**config.mk**
```make
export PLATFORM = sky130hd
export DESIGN_NAME = pwc_timer
export DESIGN_NICKNAME = d
export VERILOG_FILES = /design/src/logic/pwc_pkg.sv /design/src/logic/pwc_prescale.sv /design/src/logic/pwc_edge_filter.sv /design/src/logic/pwc_timer.sv
export SDC_FILE = /design/constraint.sdc
export NUM_CORES = 1
export LEC_CHECK = 0
export ABC_AREA = 1
export BUFFER_PORTS_ARGS = -buffer_cell sky130_fd_sc_hd__buf_2
export CORE_MARGIN = 8
export CORE_UTILIZATION = 48
export DETAILED_ROUTE_END_ITERATION = 8
export GPL_ROUTABILITY_DRIVEN = 0
export MAX_ROUTING_LAYER = met4
export PLACE_DENSITY = 0.81
export SLEW_MARGIN = 40
export SYNTH_ARGS = -nofsm -noshare
export SYNTH_HDL_FRONTEND = slang
export SYNTH_SLANG_ARGS = --single-unit
```
**constraint.sdc**
```tcl
create_clock -name clk -period 1.2 [get_ports clk]
set_input_delay 0.18 -clock clk [delete_from_list [all_inputs] [get_ports clk]]
set_output_delay 0.18 -clock clk [all_outputs]
set_load 0.005 [all_outputs]
```
**src/logic/pwc_pkg.sv**
```systemverilog
/*
 * pwc_pkg: constants, field layout and request carrier of the pulse width capture timer.
 * Assumes a byte-wide memory-mapped port driven by the local processor core.
 */
package pwc_pkg;

	// main clock rate, count clock is derived from it
	localparam int          CLK_PERIOD_NS = 100;
	localparam int          CLK_FREQ_HZ   = 1000000000 / CLK_PERIOD_NS;

	localparam int          ADDR_W        = 16;
	localparam int          DATA_W        = 8;
	localparam int          DIV_W         = 9;

	// register addresses
	localparam logic [15:0] CTRL_ADDR     = 16'hff58;
	localparam logic [15:0] RISE_ADDR     = 16'hff59;
	localparam logic [15:0] FALL_ADDR     = 16'hff5a;
	localparam logic [15:0] CNT_ADDR      = 16'hff5b;

	// count_control layout
	localparam logic [2:0]  CE_BIT        = 3'h7;
	localparam logic [2:0]  SEL_HI_BIT    = 3'h1;
	localparam logic [2:0]  SEL_LO_BIT    = 3'h0;
	localparam logic [7:0]  CTRL_WMASK    = 8'h83;
	localparam logic [7:0]  CTRL_RESET    = 8'h00;
	localparam logic [7:0]  CAP_RESET     = 8'h00;
	localparam logic [7:0]  CNT_RESET     = 8'h00;
	localparam logic [7:0]  UNMAPPED_DATA = 8'h00;

	// divider masks: count tick when the low bits of the divider are all ones
	localparam logic [8:0]  MASK_DIV512   = 9'h1ff;
	localparam logic [8:0]  MASK_DIV256   = 9'h0ff;
	localparam logic [8:0]  MASK_DIV128   = 9'h07f;
	localparam logic [8:0]  MASK_DIV64    = 9'h03f;

	// least spacing of two count ticks in main clocks
	localparam int          MIN_TICK_GAP  = 64;

	typedef enum logic [1:0] {
		PWC_SEL_DIV512,
		PWC_SEL_DIV256,
		PWC_SEL_DIV128,
		PWC_SEL_DIV64
	} pwc_sel_e;

	typedef struct packed {
		logic              rd;
		logic              wr;
		logic              bit_wr;
		logic [15:0]       addr;
		logic [2:0]        bit_idx;
		logic              bit_val;
		logic [7:0]        wdata;
	} pwc_req_s;

	typedef struct packed {
		logic              rise;
		logic              fall;
	} pwc_edge_s;

	function automatic logic [8:0] pwc_div_mask(input logic [1:0] sel);
		logic [8:0] m;
		m = MASK_DIV512;
		unique case (pwc_sel_e'(sel))
			PWC_SEL_DIV512: m = MASK_DIV512;
			PWC_SEL_DIV256: m = MASK_DIV256;
			PWC_SEL_DIV128: m = MASK_DIV128;
			PWC_SEL_DIV64:  m = MASK_DIV64;
		endcase
		return m;
	endfunction : pwc_div_mask

endpackage : pwc_pkg

```
**src/logic/pwc_prescale.sv**
```systemverilog
/*
 * pwc_prescale: free-running main clock divider producing the selected count tick.
 * Assumes clk is the main system clock and sel comes from the control register.
 */
`timescale 1ns/1ns
module pwc_prescale
	import pwc_pkg::*;
#(
	parameter int W = DIV_W
) (
	input  wire logic       clk,
	input  wire logic       reset_n,
	input  wire logic       clk_en,
	input  wire logic [1:0] sel,
	output logic            tick
);

	logic [W-1:0] div_q;
	logic [W-1:0] div_d;
	logic         tick_q;
	logic         tick_d;

	always_comb begin
		div_d  = div_q + W'(1);
		tick_d = (div_q & pwc_div_mask(sel)) == pwc_div_mask(sel);
	end

	always_ff @(posedge clk or negedge reset_n) begin
		if (!reset_n) begin
			div_q  <= '0;
			tick_q <= 1'b0;
		end else if (clk_en) begin
			div_q  <= div_d;
			tick_q <= tick_d;
		end
	end

	assign tick = tick_q;

	AST_TICK_GAP: assert property (@(posedge clk) disable iff (!reset_n)
		tick && clk_en |=> !tick [*8])
		else $error("count tick repeated too soon");

endmodule : pwc_prescale

```
**src/logic/pwc_edge_filter.sv**
```systemverilog
/*
 * pwc_edge_filter: synchronises the pulse input pin and qualifies its edges.
 * Assumes tick is one main clock long per count clock period.
 */
`timescale 1ns/1ns
module pwc_edge_filter
	import pwc_pkg::*;
(
	input  wire logic       clk,
	input  wire logic       reset_n,
	input  wire logic       clk_en,
	input  wire logic       tick,
	input  wire logic       pulse_input_pin,
	output pwc_edge_s       edge_o
);

	logic      sync1_q, sync2_q, sync3_q;
	logic      pin_q,   pin_d;
	logic      phase_q, phase_d;
	logic      samp_q,  samp_d;
	logic      level_q, level_d;
	pwc_edge_s edge_q,  edge_d;

	always_comb begin
		pin_d   = (sync2_q == sync3_q) ? sync3_q : pin_q;
		phase_d = phase_q;
		samp_d  = samp_q;
		level_d = level_q;
		edge_d  = '0;
		if (tick) begin
			phase_d = !phase_q;
			// sample once every two count clocks
			if (phase_q) begin
				samp_d = pin_q;
				// accept a new level only after two equal samples
				if (pin_q == samp_q && pin_q != level_q) begin
					level_d     = pin_q;
					edge_d.rise = pin_q;
					edge_d.fall = !pin_q;
				end
			end
		end
	end

	always_ff @(posedge clk or negedge reset_n) begin
		if (!reset_n) begin
			sync1_q <= 1'b0;
			sync2_q <= 1'b0;
			sync3_q <= 1'b0;
			pin_q   <= 1'b0;
			phase_q <= 1'b0;
			samp_q  <= 1'b0;
			level_q <= 1'b0;
			edge_q  <= '0;
		end else if (clk_en) begin
			sync1_q <= pulse_input_pin;
			sync2_q <= sync1_q;
			sync3_q <= sync2_q;
			pin_q   <= pin_d;
			phase_q <= phase_d;
			samp_q  <= samp_d;
			level_q <= level_d;
			edge_q  <= edge_d;
		end
	end

	assign edge_o = edge_q;

	AST_EDGE_QUALIFIED: assert property (@(posedge clk) disable iff (!reset_n)
		edge_o.rise |-> level_q && samp_q)
		else $error("rise reported without two high samples");

	AST_EDGE_PULSE: assert property (@(posedge clk) disable iff (!reset_n)
		(edge_o.rise || edge_o.fall) && clk_en |=> !(edge_o.rise || edge_o.fall))
		else $error("qualified edge reported for more than one cycle");

endmodule : pwc_edge_filter

```
**src/logic/pwc_timer.sv**
```systemverilog
/*
 * pwc_timer: 8-bit pulse width capture timer with control, counter and two captures.
 * Assumes a byte-wide processor memory port with byte and single-bit writes,
 * and an asynchronous pulse input pin.
 */
`timescale 1ns/1ns

// Overview of operation
// a qualified rising edge copies the counter into rise_capture, held until next rise.
// a qualified falling edge copies the counter into fall_capture, held until next fall.
// reset clears both capture registers to zero.
// reset or a cleared count enable forces the counter to zero.
// reset clears count_control, disabling counting and selecting divide by 512.
// control bit 7 enables counting; zero holds the counter cleared and stopped.
// control bits 1:0 select main clock divided by 512, 256, 128 or 64.
// software always writes zero to control bits 2 through 6.
// the counter runs freely and wraps from ff to 00.
// the pin is sampled every two count clocks; two equal samples qualify an edge.
// the source holds each level for at least five count clocks.
// pulses shorter than two count clocks cause no capture.
// captures are read-only bytes, read whole by software.
// count_control accepts both single-bit and byte writes.
// the pin is synchronised; a capture loads the counter of the qualifying cycle.
module pwc_timer
	import pwc_pkg::*;
(
	input  wire logic       clk,
	input  wire logic       reset_n,
	input  wire logic       clk_en,
	input  wire logic       pulse_input_pin,
	input  wire pwc_req_s   req,
	output logic [7:0]      rd_data_q,
	output logic            rd_valid_q,
	output logic [7:0]      rise_capture_q,
	output logic [7:0]      fall_capture_q,
	output logic [7:0]      free_counter_q,
	output logic            count_enable_bit_q
);

	logic [7:0] count_control_q;
	logic [7:0] count_control_d;
	logic [7:0] free_counter_d;
	logic [7:0] rise_capture_d;
	logic [7:0] fall_capture_d;
	logic [7:0] rd_data_d;
	logic       rd_valid_d;
	logic       count_tick;
	pwc_edge_s  edge_seen;

	// two qualified edges are at least two sampling periods apart
	localparam logic [2:0] EDGE_MIN_TICKS = 3'h4;
	localparam logic [2:0] GAP_FULL       = 3'h7;

	logic [2:0] edge_gap_q;
	logic [2:0] edge_gap_d;

	function automatic logic addr_hit(input pwc_req_s r, input logic [15:0] a);
		return r.addr == a;
	endfunction : addr_hit

	pwc_prescale #(
		.W               (DIV_W)
	) u_prescale (
		.clk             (clk),
		.reset_n         (reset_n),
		.clk_en          (clk_en),
		.sel             (count_control_q[SEL_HI_BIT:SEL_LO_BIT]),
		.tick            (count_tick)
	);

	pwc_edge_filter u_edge (
		.clk             (clk),
		.reset_n         (reset_n),
		.clk_en          (clk_en),
		.tick            (count_tick),
		.pulse_input_pin (pulse_input_pin),
		.edge_o          (edge_seen)
	);

	// control register: byte writes and single-bit writes
	always_comb begin
		count_control_d = count_control_q;
		if (req.wr && addr_hit(req, CTRL_ADDR)) begin
			// reserved bits are kept at zero whatever is written
			count_control_d = req.wdata & CTRL_WMASK;
		end else if (req.bit_wr && addr_hit(req, CTRL_ADDR)) begin
			count_control_d[req.bit_idx] = req.bit_val;
			count_control_d = count_control_d & CTRL_WMASK;
		end
	end

	// free-running counter, cleared while disabled
	always_comb begin
		free_counter_d = free_counter_q;
		if (!count_control_q[CE_BIT]) begin
			free_counter_d = CNT_RESET;
		end else if (count_tick) begin
			free_counter_d = free_counter_q + 8'h01;
		end
	end

	// captures take the counter value of the qualifying cycle
	always_comb begin
		rise_capture_d = rise_capture_q;
		fall_capture_d = fall_capture_q;
		if (edge_seen.rise) begin
			rise_capture_d = free_counter_q;
		end
		if (edge_seen.fall) begin
			fall_capture_d = free_counter_q;
		end
	end

	// read port: answer one cycle after the request
	always_comb begin
		rd_valid_d = req.rd;
		rd_data_d  = UNMAPPED_DATA;
		if (req.rd) begin
			if (addr_hit(req, CTRL_ADDR)) begin
				rd_data_d = count_control_q;
			end else if (addr_hit(req, RISE_ADDR)) begin
				rd_data_d = rise_capture_q;
			end else if (addr_hit(req, FALL_ADDR)) begin
				rd_data_d = fall_capture_q;
			end else if (addr_hit(req, CNT_ADDR)) begin
				rd_data_d = free_counter_q;
			end else begin
				rd_data_d = UNMAPPED_DATA;
			end
		end
	end

	always_ff @(posedge clk or negedge reset_n) begin
		if (!reset_n) begin
			count_control_q <= CTRL_RESET;
			free_counter_q  <= CNT_RESET;
		end else if (clk_en) begin
			count_control_q <= count_control_d;
			free_counter_q  <= free_counter_d;
		end
	end

	always_ff @(posedge clk or negedge reset_n) begin
		if (!reset_n) begin
			rise_capture_q <= CAP_RESET;
			fall_capture_q <= CAP_RESET;
		end else if (clk_en) begin
			rise_capture_q <= rise_capture_d;
			fall_capture_q <= fall_capture_d;
		end
	end

	always_ff @(posedge clk or negedge reset_n) begin
		if (!reset_n) begin
			rd_data_q          <= UNMAPPED_DATA;
			rd_valid_q         <= 1'b0;
			count_enable_bit_q <= 1'b0;
		end else if (clk_en) begin
			rd_data_q          <= rd_data_d;
			rd_valid_q         <= rd_valid_d;
			count_enable_bit_q <= count_control_d[CE_BIT];
		end
	end

	// count ticks since the last qualified edge, saturating; checking aid only
	always_comb begin
		edge_gap_d = edge_gap_q;
		if (edge_seen.rise || edge_seen.fall) begin
			edge_gap_d = 3'h0;
		end else if (count_tick && edge_gap_q != GAP_FULL) begin
			edge_gap_d = edge_gap_q + 3'h1;
		end
	end

	always_ff @(posedge clk or negedge reset_n) begin
		if (!reset_n) begin
			edge_gap_q <= GAP_FULL;
		end else if (clk_en) begin
			edge_gap_q <= edge_gap_d;
		end
	end

	AST_RISE_LOAD: assert property (@(posedge clk) disable iff (!reset_n)
		edge_seen.rise && clk_en |=> rise_capture_q == $past(free_counter_q))
		else $error("rise capture did not take the counter value");

	AST_RISE_HOLD: assert property (@(posedge clk) disable iff (!reset_n)
		!(edge_seen.rise && clk_en) |=> $stable(rise_capture_q))
		else $error("rise capture changed without a rising edge");

	AST_FALL_LOAD: assert property (@(posedge clk) disable iff (!reset_n)
		edge_seen.fall && clk_en |=> fall_capture_q == $past(free_counter_q))
		else $error("fall capture did not take the counter value");

	AST_FALL_HOLD: assert property (@(posedge clk) disable iff (!reset_n)
		!(edge_seen.fall && clk_en) |=> $stable(fall_capture_q))
		else $error("fall capture changed without a falling edge");

	AST_CNT_CLEARED: assert property (@(posedge clk) disable iff (!reset_n)
		!count_control_q[CE_BIT] && clk_en |=> free_counter_q == CNT_RESET)
		else $error("counter not cleared while disabled");

	AST_CNT_STEP: assert property (@(posedge clk) disable iff (!reset_n)
		count_control_q[CE_BIT] && count_tick && clk_en
		|=> free_counter_q == 8'($past(free_counter_q) + 8'h01))
		else $error("counter did not step by one on a count tick");

	AST_CNT_STILL: assert property (@(posedge clk) disable iff (!reset_n)
		count_control_q[CE_BIT] && (!count_tick || !clk_en) |=> $stable(free_counter_q))
		else $error("counter moved without a count tick");

	AST_CTRL_BYTE: assert property (@(posedge clk) disable iff (!reset_n)
		req.wr && req.addr == CTRL_ADDR && clk_en
		|=> count_control_q == ($past(req.wdata) & CTRL_WMASK))
		else $error("byte write to control not stored");

	AST_CTRL_BIT: assert property (@(posedge clk) disable iff (!reset_n)
		!req.wr && req.bit_wr && req.addr == CTRL_ADDR && req.bit_idx == CE_BIT && clk_en
		|=> count_control_q[CE_BIT] == $past(req.bit_val))
		else $error("bit write to count enable not stored");

	AST_CTRL_RSV: assert property (@(posedge clk) disable iff (!reset_n)
		count_control_q[6:2] == 5'h00)
		else $error("reserved control bits not zero");

	AST_RD_CAPTURE: assert property (@(posedge clk) disable iff (!reset_n)
		req.rd && req.addr == RISE_ADDR && clk_en
		|=> rd_valid_q && rd_data_q == $past(rise_capture_q))
		else $error("rise capture read returned wrong data");

	AST_RD_RO: assert property (@(posedge clk) disable iff (!reset_n)
		req.wr && req.addr == FALL_ADDR && !edge_seen.fall && clk_en
		|=> $stable(fall_capture_q))
		else $error("write altered a read-only capture");

	AST_EDGE_SPACING: assert property (@(posedge clk) disable iff (!reset_n)
		(edge_seen.rise || edge_seen.fall) |-> edge_gap_q >= EDGE_MIN_TICKS)
		else $error("edges closer than two sampling periods");

	AST_RESET_STATE: assert property (@(posedge clk)
		!reset_n ##1 !reset_n |-> rise_capture_q == CAP_RESET && fall_capture_q == CAP_RESET
			&& free_counter_q == CNT_RESET && count_control_q == CTRL_RESET
			&& !rd_valid_q && !count_enable_bit_q)
		else $error("state not cleared during reset");

	AST_RD_VALID: assert property (@(posedge clk) disable iff (!reset_n)
		clk_en |=> rd_valid_q == $past(req.rd))
		else $error("read answer strobe does not follow the request");

	AST_RD_IDLE: assert property (@(posedge clk) disable iff (!reset_n)
		!req.rd && clk_en |=> rd_data_q == UNMAPPED_DATA)
		else $error("read data not zero without a read");

	AST_RD_CTRL: assert property (@(posedge clk) disable iff (!reset_n)
		req.rd && req.addr == CTRL_ADDR && clk_en
		|=> rd_valid_q && rd_data_q == $past(count_control_q))
		else $error("control read returned wrong data");

	AST_RD_FALL: assert property (@(posedge clk) disable iff (!reset_n)
		req.rd && req.addr == FALL_ADDR && clk_en
		|=> rd_valid_q && rd_data_q == $past(fall_capture_q))
		else $error("fall capture read returned wrong data");

	AST_RD_CNT: assert property (@(posedge clk) disable iff (!reset_n)
		req.rd && req.addr == CNT_ADDR && clk_en
		|=> rd_valid_q && rd_data_q == $past(free_counter_q))
		else $error("counter read returned wrong data");

	AST_RD_UNMAPPED: assert property (@(posedge clk) disable iff (!reset_n)
		req.rd && req.addr != CTRL_ADDR && req.addr != RISE_ADDR && req.addr != FALL_ADDR
			&& req.addr != CNT_ADDR && clk_en
		|=> rd_valid_q && rd_data_q == UNMAPPED_DATA)
		else $error("unmapped read did not answer zero");

	AST_CE_MIRROR: assert property (@(posedge clk) disable iff (!reset_n)
		count_enable_bit_q == count_control_q[CE_BIT])
		else $error("count enable output differs from control bit");

	AST_CTRL_HOLD: assert property (@(posedge clk) disable iff (!reset_n)
		(!((req.wr || req.bit_wr) && req.addr == CTRL_ADDR) || !clk_en)
		|=> $stable(count_control_q))
		else $error("control changed without a write to it");

	AST_CTRL_BIT_RSV: assert property (@(posedge clk) disable iff (!reset_n)
		!req.wr && req.bit_wr && req.addr == CTRL_ADDR && req.bit_idx >= 3'h2
			&& req.bit_idx <= 3'h6 && clk_en |=> $stable(count_control_q))
		else $error("bit write to a reserved control bit took effect");

	AST_CTRL_BIT_SEL: assert property (@(posedge clk) disable iff (!reset_n)
		!req.wr && req.bit_wr && req.addr == CTRL_ADDR && req.bit_idx <= SEL_HI_BIT && clk_en
		|=> count_control_q[$past(req.bit_idx)] == $past(req.bit_val))
		else $error("bit write to clock select not stored");

	AST_FREEZE: assert property (@(posedge clk) disable iff (!reset_n)
		!clk_en |=> $stable(free_counter_q) && $stable(rise_capture_q)
			&& $stable(fall_capture_q) && $stable(count_control_q) && $stable(rd_data_q))
		else $error("state moved while the clock enable was low");

	AST_CNT_WRAP: assert property (@(posedge clk) disable iff (!reset_n)
		count_control_q[CE_BIT] && count_tick && clk_en && free_counter_q == 8'hff
		|=> free_counter_q == 8'h00)
		else $error("counter did not wrap from ff to 00");

	AST_CNT_START: assert property (@(posedge clk) disable iff (!reset_n)
		$rose(count_control_q[CE_BIT]) |-> free_counter_q == CNT_RESET)
		else $error("counter not zero when counting is enabled");

endmodule : pwc_timer

```
==> results of run 1 <==
[kinds of logic after synthesis]
group                    after synthesis  share of synthesized area, %
buffers and inverters                 53                          7.50
XOR/XNOR                               7                          2.21
adder cells (fa/ha/maj)                2                         0.903
flip-flops                            55                          49.7
AND/OR/NAND/NOR                      189                          30.0
AO/OA/AOI/OAI                         51                          9.71
[what timing repair did]
action	in CTS	in global routing
setup endpoints to repair	5	15
pin swaps	3	9
resized for setup	6	17
setup buffers	3	7
endpoints found under the hold margin	55	0
hold buffers	1	0
[layer usage]
| metal | wire length (microns) | part of all wire, % | up-vias | global-route usage [%] |
|---|---|---|---|---|
| li1 | - | - | 1369 | - |
| met1 | 3150 | 41 | 1313 | 19.9 |
| met2 | 4010 | 52 | 76 | 30.8 |
| met3 | 398 | 5.2 | 11 | 4.32 |
| met4 | 99 | 1.3 | 0 | 6.44 |
| met5 | 0 | 0 | - | - |
[placed cells by master, fill, tap and decap left out]
master / n
a21oi_1: 10
a21oi_2: 1
a22o_1: 1
a22oi_1: 1
and3_4: 1
buf_12: 1
buf_2: 63
buf_4: 46
buf_6: 2
bufinv_16: 2
clkbuf_1: 1
clkbuf_8: 5
dfrtp_1: 55
dlygate4sd3_1: 1
ha_2: 2
inv_1: 42
inv_2: 6
nand2_1: 101
nand2_2: 5
nand2_4: 1
nand3_1: 24
nand3_2: 2
nand3b_1: 2
nand4_1: 5
nor2_1: 28
nor2_2: 6
nor2_4: 1
nor3_1: 4
nor3_2: 4
nor3_4: 4
o2111ai_1: 2
o21ai_0: 29
o21ai_1: 7
or2_2: 1
xnor2_1: 4
xor2_1: 3
[tightest hold or removal path, stage by stage]
cell     delay [ps]
buf_2            70
nand2_1          40
o21ai_0          70
[per-stage QoR]
stage          utilization (%)  setup slack (ps)  instance area, sq um
2_1_floorplan                -              10.7                  2770
3_3_place_gp              62.4             -93.5                  3460
3_5_place_dp              62.4              -141                  3460
4_1_cts                   65.8             -45.4                  3650
5_1_grt                   67.9              -222                  3760
6_report                  67.9              -139                  3760
[flip-flops by register name, summed over array words and instances (netlist names), 2 cells and up]
name and cells:
rise_capture_q 8, rd_data_q 8, free_counter_q 8, u_prescale.div_q 9
u_edge.edge_o 2, fall_capture_q 8, count_control_q 3
[final cells by class]
cell class	count	area [sq um]	area share, %
Clock inverter	2	60.1	1.60
Inverter	48	180	4.79
Sequential cell	55	1380	36.6
Clock buffer	6	72.6	1.93
Multi-Input combinational cell	249	1270	33.7
Tap cell	72	90.1	2.40
Timing Repair Buffer	113	713	19.0
[power by group]
| part | switching, W | internal, W | leakage (nW) |
|---|---|---|---|
| combinational | 0.000521 | 0.000556 | 1.32 |
| sequential | 0.000166 | 0.00203 | 0.708 |
| clock | 0.000609 | 0.000834 | 0.0654 |
[worst paths after layout]
path / from / endpoint / slack (ps) / cells past startpoint
max: free_counter_q[1] / free_counter_q[6] / -140 / 7
min: pulse_input_pin / u_edge.sync1_q / 90 / 3
max reg2reg: free_counter_q[1] / free_counter_q[6] / -140 / 7
min reg2reg: rd_data_q[5] / rd_data_q[5] / 480 / 2
max in group asynchronous: reset_n / free_counter_q[0] / 560 / 3
min in group asynchronous: reset_n / rd_data_q[6] / 390 / 3
==> summary.txt, run 1 <==
Worst setup path
  • CP arrival: 1590 ps
  • Slowest stage delay, CP: 410 ps
  • Most used cell along the critical path: inv_2
  • CP top delay family: simple AND/OR/NAND/NOR gates
  • CP max-delay cell: dfrtp_1
  • Setup CP Type: flop to flop
  • Worst EP required: 1450 ps
  • Crit end category: flop
  • CP cell instances: ha_2, inv_2, nor3_4, nand3_2, inv_2, a21oi_2, nor3_2
  • Worst path bufs/invs: 2
  • CP max FO: 4
  • Crit path launch type: flop

Routing
  • Antenna Violating Nets Remaining: 0
  • Vias: 2769
  • Vias per cell: 5.08
  • First DRT Iteration DRCs: 136
  • DRC Markers: 0
  • Drt total wl: 7660 microns
  • WL per Instance: 14.1 microns
  • 1st-pass router iterations: 4

GRT
  • Gr usage total: 18.0%
  • Initial antenna violation count: 0
  • Largest net degree at the start of global routing: 56
  • First-pass GRT wire length: 12200 microns
  • Total grt overflow: 0
  • Vias in the first global route: 2726

Timing
  • Hold Slack: 94.5 ps
  • Final Cycle Share: 112%
  • Worst Tran Pin Value: 328 ps
  • Final worst slack: -139 ps
  • Final Hold Vio Count: 0
  • RSZ-0062 raised after global routing: yes
  • Rel. slew slack: 77.9%
  • Final setup TNS: -556 ps
  • Fin crit period: 1340 ps
  • Final setup violation count: 6
  • Layout Skew: 15.7 ps
  • Final-report max-slew violation count: 0
  • Fmax: 747 MHz

Synthesis
  • Synth area leader: dfrtp_1
  • Post-synth EDFFs: 0
  • Distinct cell type count after synthesis: 29
  • Synthesized area: 2770 sq um
  • Ys Warns: 0
  • Top-area cell type share of the netlist area: 49.7%
  • Syn Nets: 394
  • Post-Syn Area per Cell: 7.76 sq um
  • Post-synthesis instance total: 357
  • Most used DFF post-synth: dfrtp_1
  • Largest cells by area after synthesis: dfrtp_1, nand2_1, inv_1
  • Asr flop ratio synth: 100%
  • Flops & latches, synth: 55
  • Seq/Total Area, Yosys: 49.7%
  • Post-synth top cells: nand2_1, dfrtp_1, inv_1
  • Count leader, synth: nand2_1

Floorplanning
  • Core Region: 5540 sq um
  • Die area: 8460 sq um
  • Chip width: 92.0 microns
  • Initial Util: 50.0%
  • DIE HEIGHT: 92.0 microns
  • IO Pins: 69
  • FP Rows: 27

Placed design
  • # placed instances: 526
  • DP HPWL: 5510 microns
  • IO buf count: 63

Clocking
  • Num CTS Buffers: 5
  • CTS Sinks: 55
  • Clock Path Buffers: 2
  • Root Buffer: clkbuf_8
  • Reg clk slew, reported paths: 100 ps
  • H-tree depth: 2
  • CTS tree: yes
  • Clock latency on the worst-skew pair: 320 ps

Finish
  • # diodes: 0
  • Finished Layout Cells: 545
  • Final #Nets: 509
  • P&R area growth vs syn: 35.8%
  • Layout cells sized above 1: 32.3%
  • Fill cells: 456

Power
  • Design Power: 0.00471 W
  • Cell leakage power: 2.09 nW
  • Pwr per Cell Area: 1250 nW/um^2
  • Maximum VDD drop: 0.886 mV

Worst hold path
  • Worst Hold Class: input port to flop

Run
  • Max Cap Viol: 0

Run status
  • Failing checks: setup timing
  • Status: finished, violations left
No activity file was read; power rests on OpenSTA's default activity.
==> run 2, diff against run 1 <==
--- a/config.mk
+++ b/config.mk
@@ -7,6 +7,7 @@
 export LEC_CHECK = 0
 export ABC_AREA = 1
 export BUFFER_PORTS_ARGS = -buffer_cell sky130_fd_sc_hd__buf_2
+export CORE_ASPECT_RATIO = 1.4
 export CORE_MARGIN = 8
 export CORE_UTILIZATION = 48
 export DETAILED_ROUTE_END_ITERATION = 8
==> run 2 against run 1 <==
Against the previous run:
- the run still ends with setup timing left
- global-route usage fell by 0.26 points
- flip-flop and latch count unchanged
- fmax down 0.14%
- wire length fell by 4.8%
- via count rose by 0.22%
- setup slack worse by 1.9 ps
- cell area up 1.1%
- clock skew is 6.0 ps lower
- clock-buffer cell count unchanged
- largest cell class unchanged
- highest routed layer unchanged
==> summary.txt, run 2 (synthesized netlist as in run 1, its figures left out) <==
Routing
  • First DRT Iteration DRCs: 126 (was 136)
  • Antenna Violating Nets Remaining: 0 (unchanged)
  • WL per Instance: 13.4 microns (was 14.1 microns)
  • Vias: 2775 (was 2769)
  • Drt total wl: 7290 microns (was 7660 microns)
  • 1st-pass router iterations: 4 (unchanged)
  • Vias per cell: 5.11 (was 5.08)
  • DRC Markers: 0 (unchanged)

Worst hold path
  • WHS Path Cells: 3 (unchanged)
  • Hold path start: pulse_input_pin (unchanged)
  • Worst Hold Class: input port to flop (unchanged)

Timing
  • Final setup violation count: 6 (unchanged)
  • Fin crit period: 1340 ps (about the same)
  • Final worst slack: -141 ps (was -139 ps)
  • RSZ-0062 raised after global routing: yes (unchanged)
  • Final Hold Vio Count: 0 (unchanged)
  • Rel. slew slack: 81.3% (was 77.9%)
  • Final-report max-slew violation count: 0 (unchanged)
  • Fmax: 746 MHz (was 747 MHz)
  • Final Cycle Share: 112% (about the same)
  • Layout Skew: 9.76 ps (was 15.7 ps)
  • Worst Tran Pin Value: 279 ps (was 328 ps)

Finish
  • Commonest non-fill, non-tap cell in the layout: nand2_1 (unchanged)
  • Final #Nets: 511 (was 509)
  • Finished Layout Cells: 543 (was 545)
  • Most frequent cells in the layout: nand2_1, buf_2, dfrtp_1, buf_4, inv_1 (unchanged)
  • Max FFs per register: 9 (unchanged)
  • P&R area growth vs syn: 37.2% (was 35.8%)
  • Layout cells sized above 1: 33.5% (was 32.3%)
  • Largest register by flop count: u_prescale.div_q (unchanged)
  • # diodes: 0 (unchanged)

Worst setup path
  • Reg2reg start: free_counter_q[0] (was free_counter_q[1])
  • Setup CP Type: flop to flop (unchanged)
  • CP arrival: 1530 ps (was 1590 ps)
  • Crit path launch type: flop (unchanged)
  • Reg2reg path depth: 7 (unchanged)
  • Crit end category: flop (unchanged)
  • FF-to-FF setup slack: -140 ps (about the same)
  • CP startpoint: free_counter_q[0] (was free_counter_q[1])
  • CP max FO: 3 (was 4)
  • Worst EP required: 1390 ps (was 1450 ps)

Power
  • Pwr per Cell Area: 1140 nW/um^2 (was 1250 nW/um^2)
  • Design Power: 0.00435 W (was 0.00471 W)
  • Cell leakage power: 2.10 nW (was 2.09 nW)
  • Maximum VDD drop: 1.28 mV (was 0.886 mV)

Floorplanning
  • Core Region: 5530 sq um (was 5540 sq um)
  • Initial Util: 50.1% (was 50.0%)
  • DIE HEIGHT: 106 microns (was 92.0 microns)
  • FP Rows: 32 (was 27)
  • Chip width: 80.2 microns (was 92.0 microns)
  • Die area: 8490 sq um (was 8460 sq um)
  • IO Pins: 69 (unchanged)

Placed design
  • # placed instances: 528 (was 526)
  • DP HPWL: 5490 microns (was 5510 microns)
  • IO buf count: 63 (unchanged)

Run status
  • Status: finished, violations left (unchanged)
  • Failing checks: setup timing (unchanged)

GRT
  • Initial antenna violation count: 0 (unchanged)
  • First-pass GRT wire length: 12000 microns (was 12200 microns)
  • Total grt overflow: 0 (unchanged)
  • Vias in the first global route: 2748 (was 2726)
  • Largest net degree at the start of global routing: 56 (unchanged)
  • Gr usage total: 17.7% (was 18.0%)

Clocking
  • Root Buffer: clkbuf_8 (unchanged)
  • CTS tree: yes (unchanged)
  • Num CTS Buffers: 5 (unchanged)
  • CTS Sinks: 55 (unchanged)
  • Clock Path Buffers: 2 (unchanged)
  • Reg clk slew, reported paths: 90 ps (was 100 ps)
  • H-tree depth: 2 (unchanged)
  • Clock latency on the worst-skew pair: 310 ps (was 320 ps)

Run
  • Max Cap Viol: 0 (unchanged)
run 2: cell types whose count changed in the layout (fill, tap and decap cells not counted), moves of 2 or more:
cell       delta
bufinv_16     -2
buf_2         -3
buf_4         -5
buf_6         +8
nor2_1        -2
nor3_2        +2
buf_12        +2
inv_1         -2
run 2: path summary, 6_finish.rpt:
check,endpoint
worst max-delay path,free_counter_q[5]
worst min-delay path,u_edge.sync1_q
worst max register to register,free_counter_q[5]
worst min register to register,u_prescale.div_q[8]
max in group asynchronous,rd_data_q[0]
min in group asynchronous,fall_capture_q[6]
run 2: power by group:
part / internal (W) / switching (W) / total (W)
Combinational: 0.000634 / 0.000539 / 0.00117
Clock: 0.000409 / 0.000574 / 0.000983
Sequential: 0.00203 / 0.000165 / 0.00219
run 2: area by class of cell:
class,count,area (sq um)
Tap cell,68,85.1
Timing Repair Buffer,115,791
Sequential cell,55,1380
Inverter,48,183
Fill cell,431,1720
Multi-Input combinational cell,249,1280
Clock buffer,6,72.6
Clock inverter,2,12.5
run 2: repair_timing:
item	in CTS	in global routing
hold endpoints to repair	55	0
setup endpoints to repair	7	14
buffers inserted	0	6
hold buffers	1	0
cloned	0	0
pin swaps	0	11
resized for setup	7	30
run 2: through the flow:
stage / util, % / hold slack, ps / cell area (sq um) / worst slack [ps] / setup TNS, ps
floorplan: - / -116 / 2770 / 10.7 / 0
global placement: 63.7 / 196 / 3520 / -104 / -1010
detailed placement: 63.7 / 199 / 3520 / -185 / -1580
CTS: 66.0 / 79.1 / 3640 / -77.6 / -192
global route: 68.8 / 90.0 / 3800 / -201 / -976
finish: 68.8 / 82.9 / 3800 / -141 / -445
run 2: worst max-delay path: stages, from the launching register on:
cell	delay [ps]
dfrtp_1	390
buf_6	120
inv_4	30
nor3_4	190
nand3_2	150
buf_4	160
nor3_2	120
nor3_2	70
run 2: routing by layer:
| layer | wire, microns | track usage (%) | up-vias |
|---|---|---|---|
| met3 | 342 | 3.32 | 17 |
| met2 | 4080 | 31.8 | 79 |
| met4 | 166 | 6.53 | 0 |
| met1 | 2700 | 18.4 | 1300 |
| li1 | - | - | 1379 |
| met5 | 0 | - | - |
==> run 3, diff against run 2 <==
--- a/config.mk
+++ b/config.mk
@@ -14,6 +14,7 @@
 export GPL_ROUTABILITY_DRIVEN = 0
 export MAX_ROUTING_LAYER = met4
 export PLACE_DENSITY = 0.81
+export SKIP_CTS_REPAIR_TIMING = 1
 export SLEW_MARGIN = 40
 export SYNTH_ARGS = -nofsm -noshare
 export SYNTH_HDL_FRONTEND = slang
==> run 3 against run 2 <==
Against the previous run:
- the run still ends with setup timing left
- cell count down 0.37%
- non-clock buffer count down 2
- first-iteration DRC count down 22%
- sequential share of layout area up 0.53 points
- cell area down 1.4%
- combinational power down 7%
- clock skew down 1.1 ps
- sequential power about the same
- core utilization down 1.0 points
- clock-buffer cell count unchanged
==> summary.txt, run 3 (synthesized netlist as in run 1, its figures left out) <==
Timing
  • RSZ-0062 raised after global routing: yes (unchanged)
  • Final worst slack: -91.7 ps (was -141 ps)
  • Fin crit period: 1290 ps (was 1340 ps)
  • Fmax: 774 MHz (was 746 MHz)
  • Worst Tran Pin Value: 322 ps (was 279 ps)
  • Final-report max-slew violation count: 0 (unchanged)
  • Final Hold Vio Count: 0 (unchanged)
  • Layout Skew: 8.63 ps (was 9.76 ps)
  • Final Cycle Share: 108% (was 112%)
  • Final setup violation count: 8 (was 6)
  • Rel. slew slack: 78.3% (was 81.3%)

Routing
  • Antenna Violating Nets Remaining: 0 (unchanged)
  • First DRT Iteration DRCs: 98 (was 126)
  • Drt total wl: 7080 microns (was 7290 microns)
  • 1st-pass router iterations: 4 (unchanged)
  • DRC Markers: 0 (unchanged)
  • WL per Instance: 13.1 microns (was 13.4 microns)
  • Vias: 2726 (was 2775)
  • Vias per cell: 5.04 (was 5.11)

Floorplanning
  • Chip width: 80.2 microns (unchanged)
  • Core Region: 5530 sq um (unchanged)
  • DIE HEIGHT: 106 microns (unchanged)
  • Die area: 8490 sq um (unchanged)
  • IO Pins: 69 (unchanged)
  • FP Rows: 32 (unchanged)
  • Initial Util: 50.1% (unchanged)

Worst setup path
  • Reg2reg start: free_counter_q[1] (was free_counter_q[0])
  • Crit path launch type: flop (unchanged)
  • CP max FO: 2 (was 3)
  • Setup CP Type: flop to flop (unchanged)
  • CP arrival: 1510 ps (was 1530 ps)
  • FF-to-FF End: free_counter_q[6] (was free_counter_q[5])
  • Crit end category: flop (unchanged)
  • CP startpoint: free_counter_q[1] (was free_counter_q[0])
  • Reg2reg path depth: 7 (unchanged)
  • FF-to-FF setup slack: -90 ps (was -140 ps)
  • Worst EP required: 1420 ps (was 1390 ps)

Finish
  • Design area: 3750 sq um (was 3800 sq um)
  • Max FFs per register: 9 (unchanged)
  • Finished Layout Cells: 541 (was 543)
  • P&R area growth vs syn: 35.2% (was 37.2%)
  • Commonest non-fill, non-tap cell in the layout: nand2_1 (unchanged)
  • Final #Nets: 509 (was 511)
  • # diodes: 0 (unchanged)
  • Fill cells: 450 (was 431)
  • Most frequent cells in the layout: nand2_1, buf_2, dfrtp_1, inv_1, buf_4 (was nand2_1, buf_2, dfrtp_1, buf_4, inv_1)
  • Layout cells sized above 1: 31.5% (was 33.5%)
  • Largest register by flop count: u_prescale.div_q (unchanged)

Power
  • Maximum VDD drop: 1.27 mV (was 1.28 mV)
  • Cell leakage power: 2.09 nW (was 2.10 nW)
  • Pwr per Cell Area: 1140 nW/um^2 (about the same)

Clocking
  • Num CTS Buffers: 5 (unchanged)
  • Clock Path Buffers: 2 (unchanged)
  • Clock latency on the worst-skew pair: 310 ps (about the same)
  • CTS Sinks: 55 (unchanged)
  • Reg clk slew, reported paths: 90 ps (about the same)
  • H-tree depth: 2 (unchanged)
  • Root Buffer: clkbuf_8 (unchanged)
  • CTS tree: yes (unchanged)

GRT
  • Total grt overflow: 0 (unchanged)
  • First-pass GRT wire length: 11900 microns (was 12000 microns)
  • Initial antenna violation count: 0 (unchanged)
  • Gr usage total: 17.7% (about the same)
  • Vias in the first global route: 2748 (unchanged)
  • Largest net degree at the start of global routing: 56 (unchanged)

Placed design
  • IO buf count: 63 (unchanged)
  • DP HPWL: 5490 microns (unchanged)
  • Post-DP Area: 3520 sq um (unchanged)
  • # placed instances: 528 (unchanged)

Run
  • Max Cap Viol: 0 (unchanged)

Worst hold path
  • Hold Path Sink: u_edge.sync1_q (unchanged)
  • Hold path start: pulse_input_pin (unchanged)
  • WHS Path Cells: 3 (unchanged)
  • Worst Hold Class: input port to flop (unchanged)

Run status
  • Status: finished, violations left (unchanged)
  • Failing checks: setup timing (unchanged)
run 3: cell count changes in the layout (fill, tap and decap cells not counted), moves of 2 or more:
cell / previous run / this run
buf_6: 10 / 7
inv_1: 40 / 42
nor2_1: 26 / 28
nor2_2: 7 / 5
nand2_1: 101 / 103
nand2_2: 5 / 3
run 3: report_power, final:
part / switching [W] / total (W) / internal (W)
Sequential: 0.000164 / 0.00219 / 0.00203
Combinational: 0.000505 / 0.00109 / 0.000581
Clock: 0.000575 / 0.000984 / 0.000409
run 3: worst max path at each step:
| stage | to | slack [ps] | cells past startpoint |
|---|---|---|---|
| floorplan | u_prescale.tick | 10 | 5 |
| global route | free_counter_q[7] | -190 | 7 |
| CTS | free_counter_q[6] | -180 | 7 |
| finish | free_counter_q[6] | -90 | 7 |
| detailed placement | rd_data_q[3] | -180 | 9 |
| global placement | rd_data_q[1] | -100 | 10 |
run 3: metal layers:
metal / global-route usage, % / part of all wire, %
met5: - / 0
met4: 6.53 / 2.2
met3: 3.32 / 4.1
met2: 31.7 / 56
met1: 18.4 / 38
run 3: critical path: stages, from the launching register on:
cell	delay, ps
dfrtp_1	380
ha_1	230
inv_2	70
nor3_4	140
nand3_1	110
clkinv_1	80
a21oi_1	60
nor3_1	140
run 3: area by class of cell:
class / instances / area, sq um / area share, %
Inverter: 48 / 180 / 4.81
Tap cell: 68 / 85.1 / 2.27
Clock inverter: 2 / 12.5 / 0.334
Clock buffer: 6 / 72.6 / 1.94
Multi-Input combinational cell: 249 / 1260 / 33.6
Timing Repair Buffer: 113 / 762 / 20.3
Sequential cell: 55 / 1380 / 36.7
run 3: metrics by stage:
step | hold slack [ps] | utilization, % | worst slack, ps | TNS, ps | power [W]
final | 80.7 | 67.8 | -91.7 | -302 | 0.00426
after global routing | 89.9 | 67.8 | -188 | -1000 | 0.00450
after CTS | -139 | 65.3 | -180 | -426 | 0.00408
after detailed placement | 199 | 63.7 | -185 | -1580 | 0.00309
after global placement | 196 | 63.7 | -104 | -1010 | 0.00304
after floorplan | -116 | - | 10.7 | 0 | 0.00258
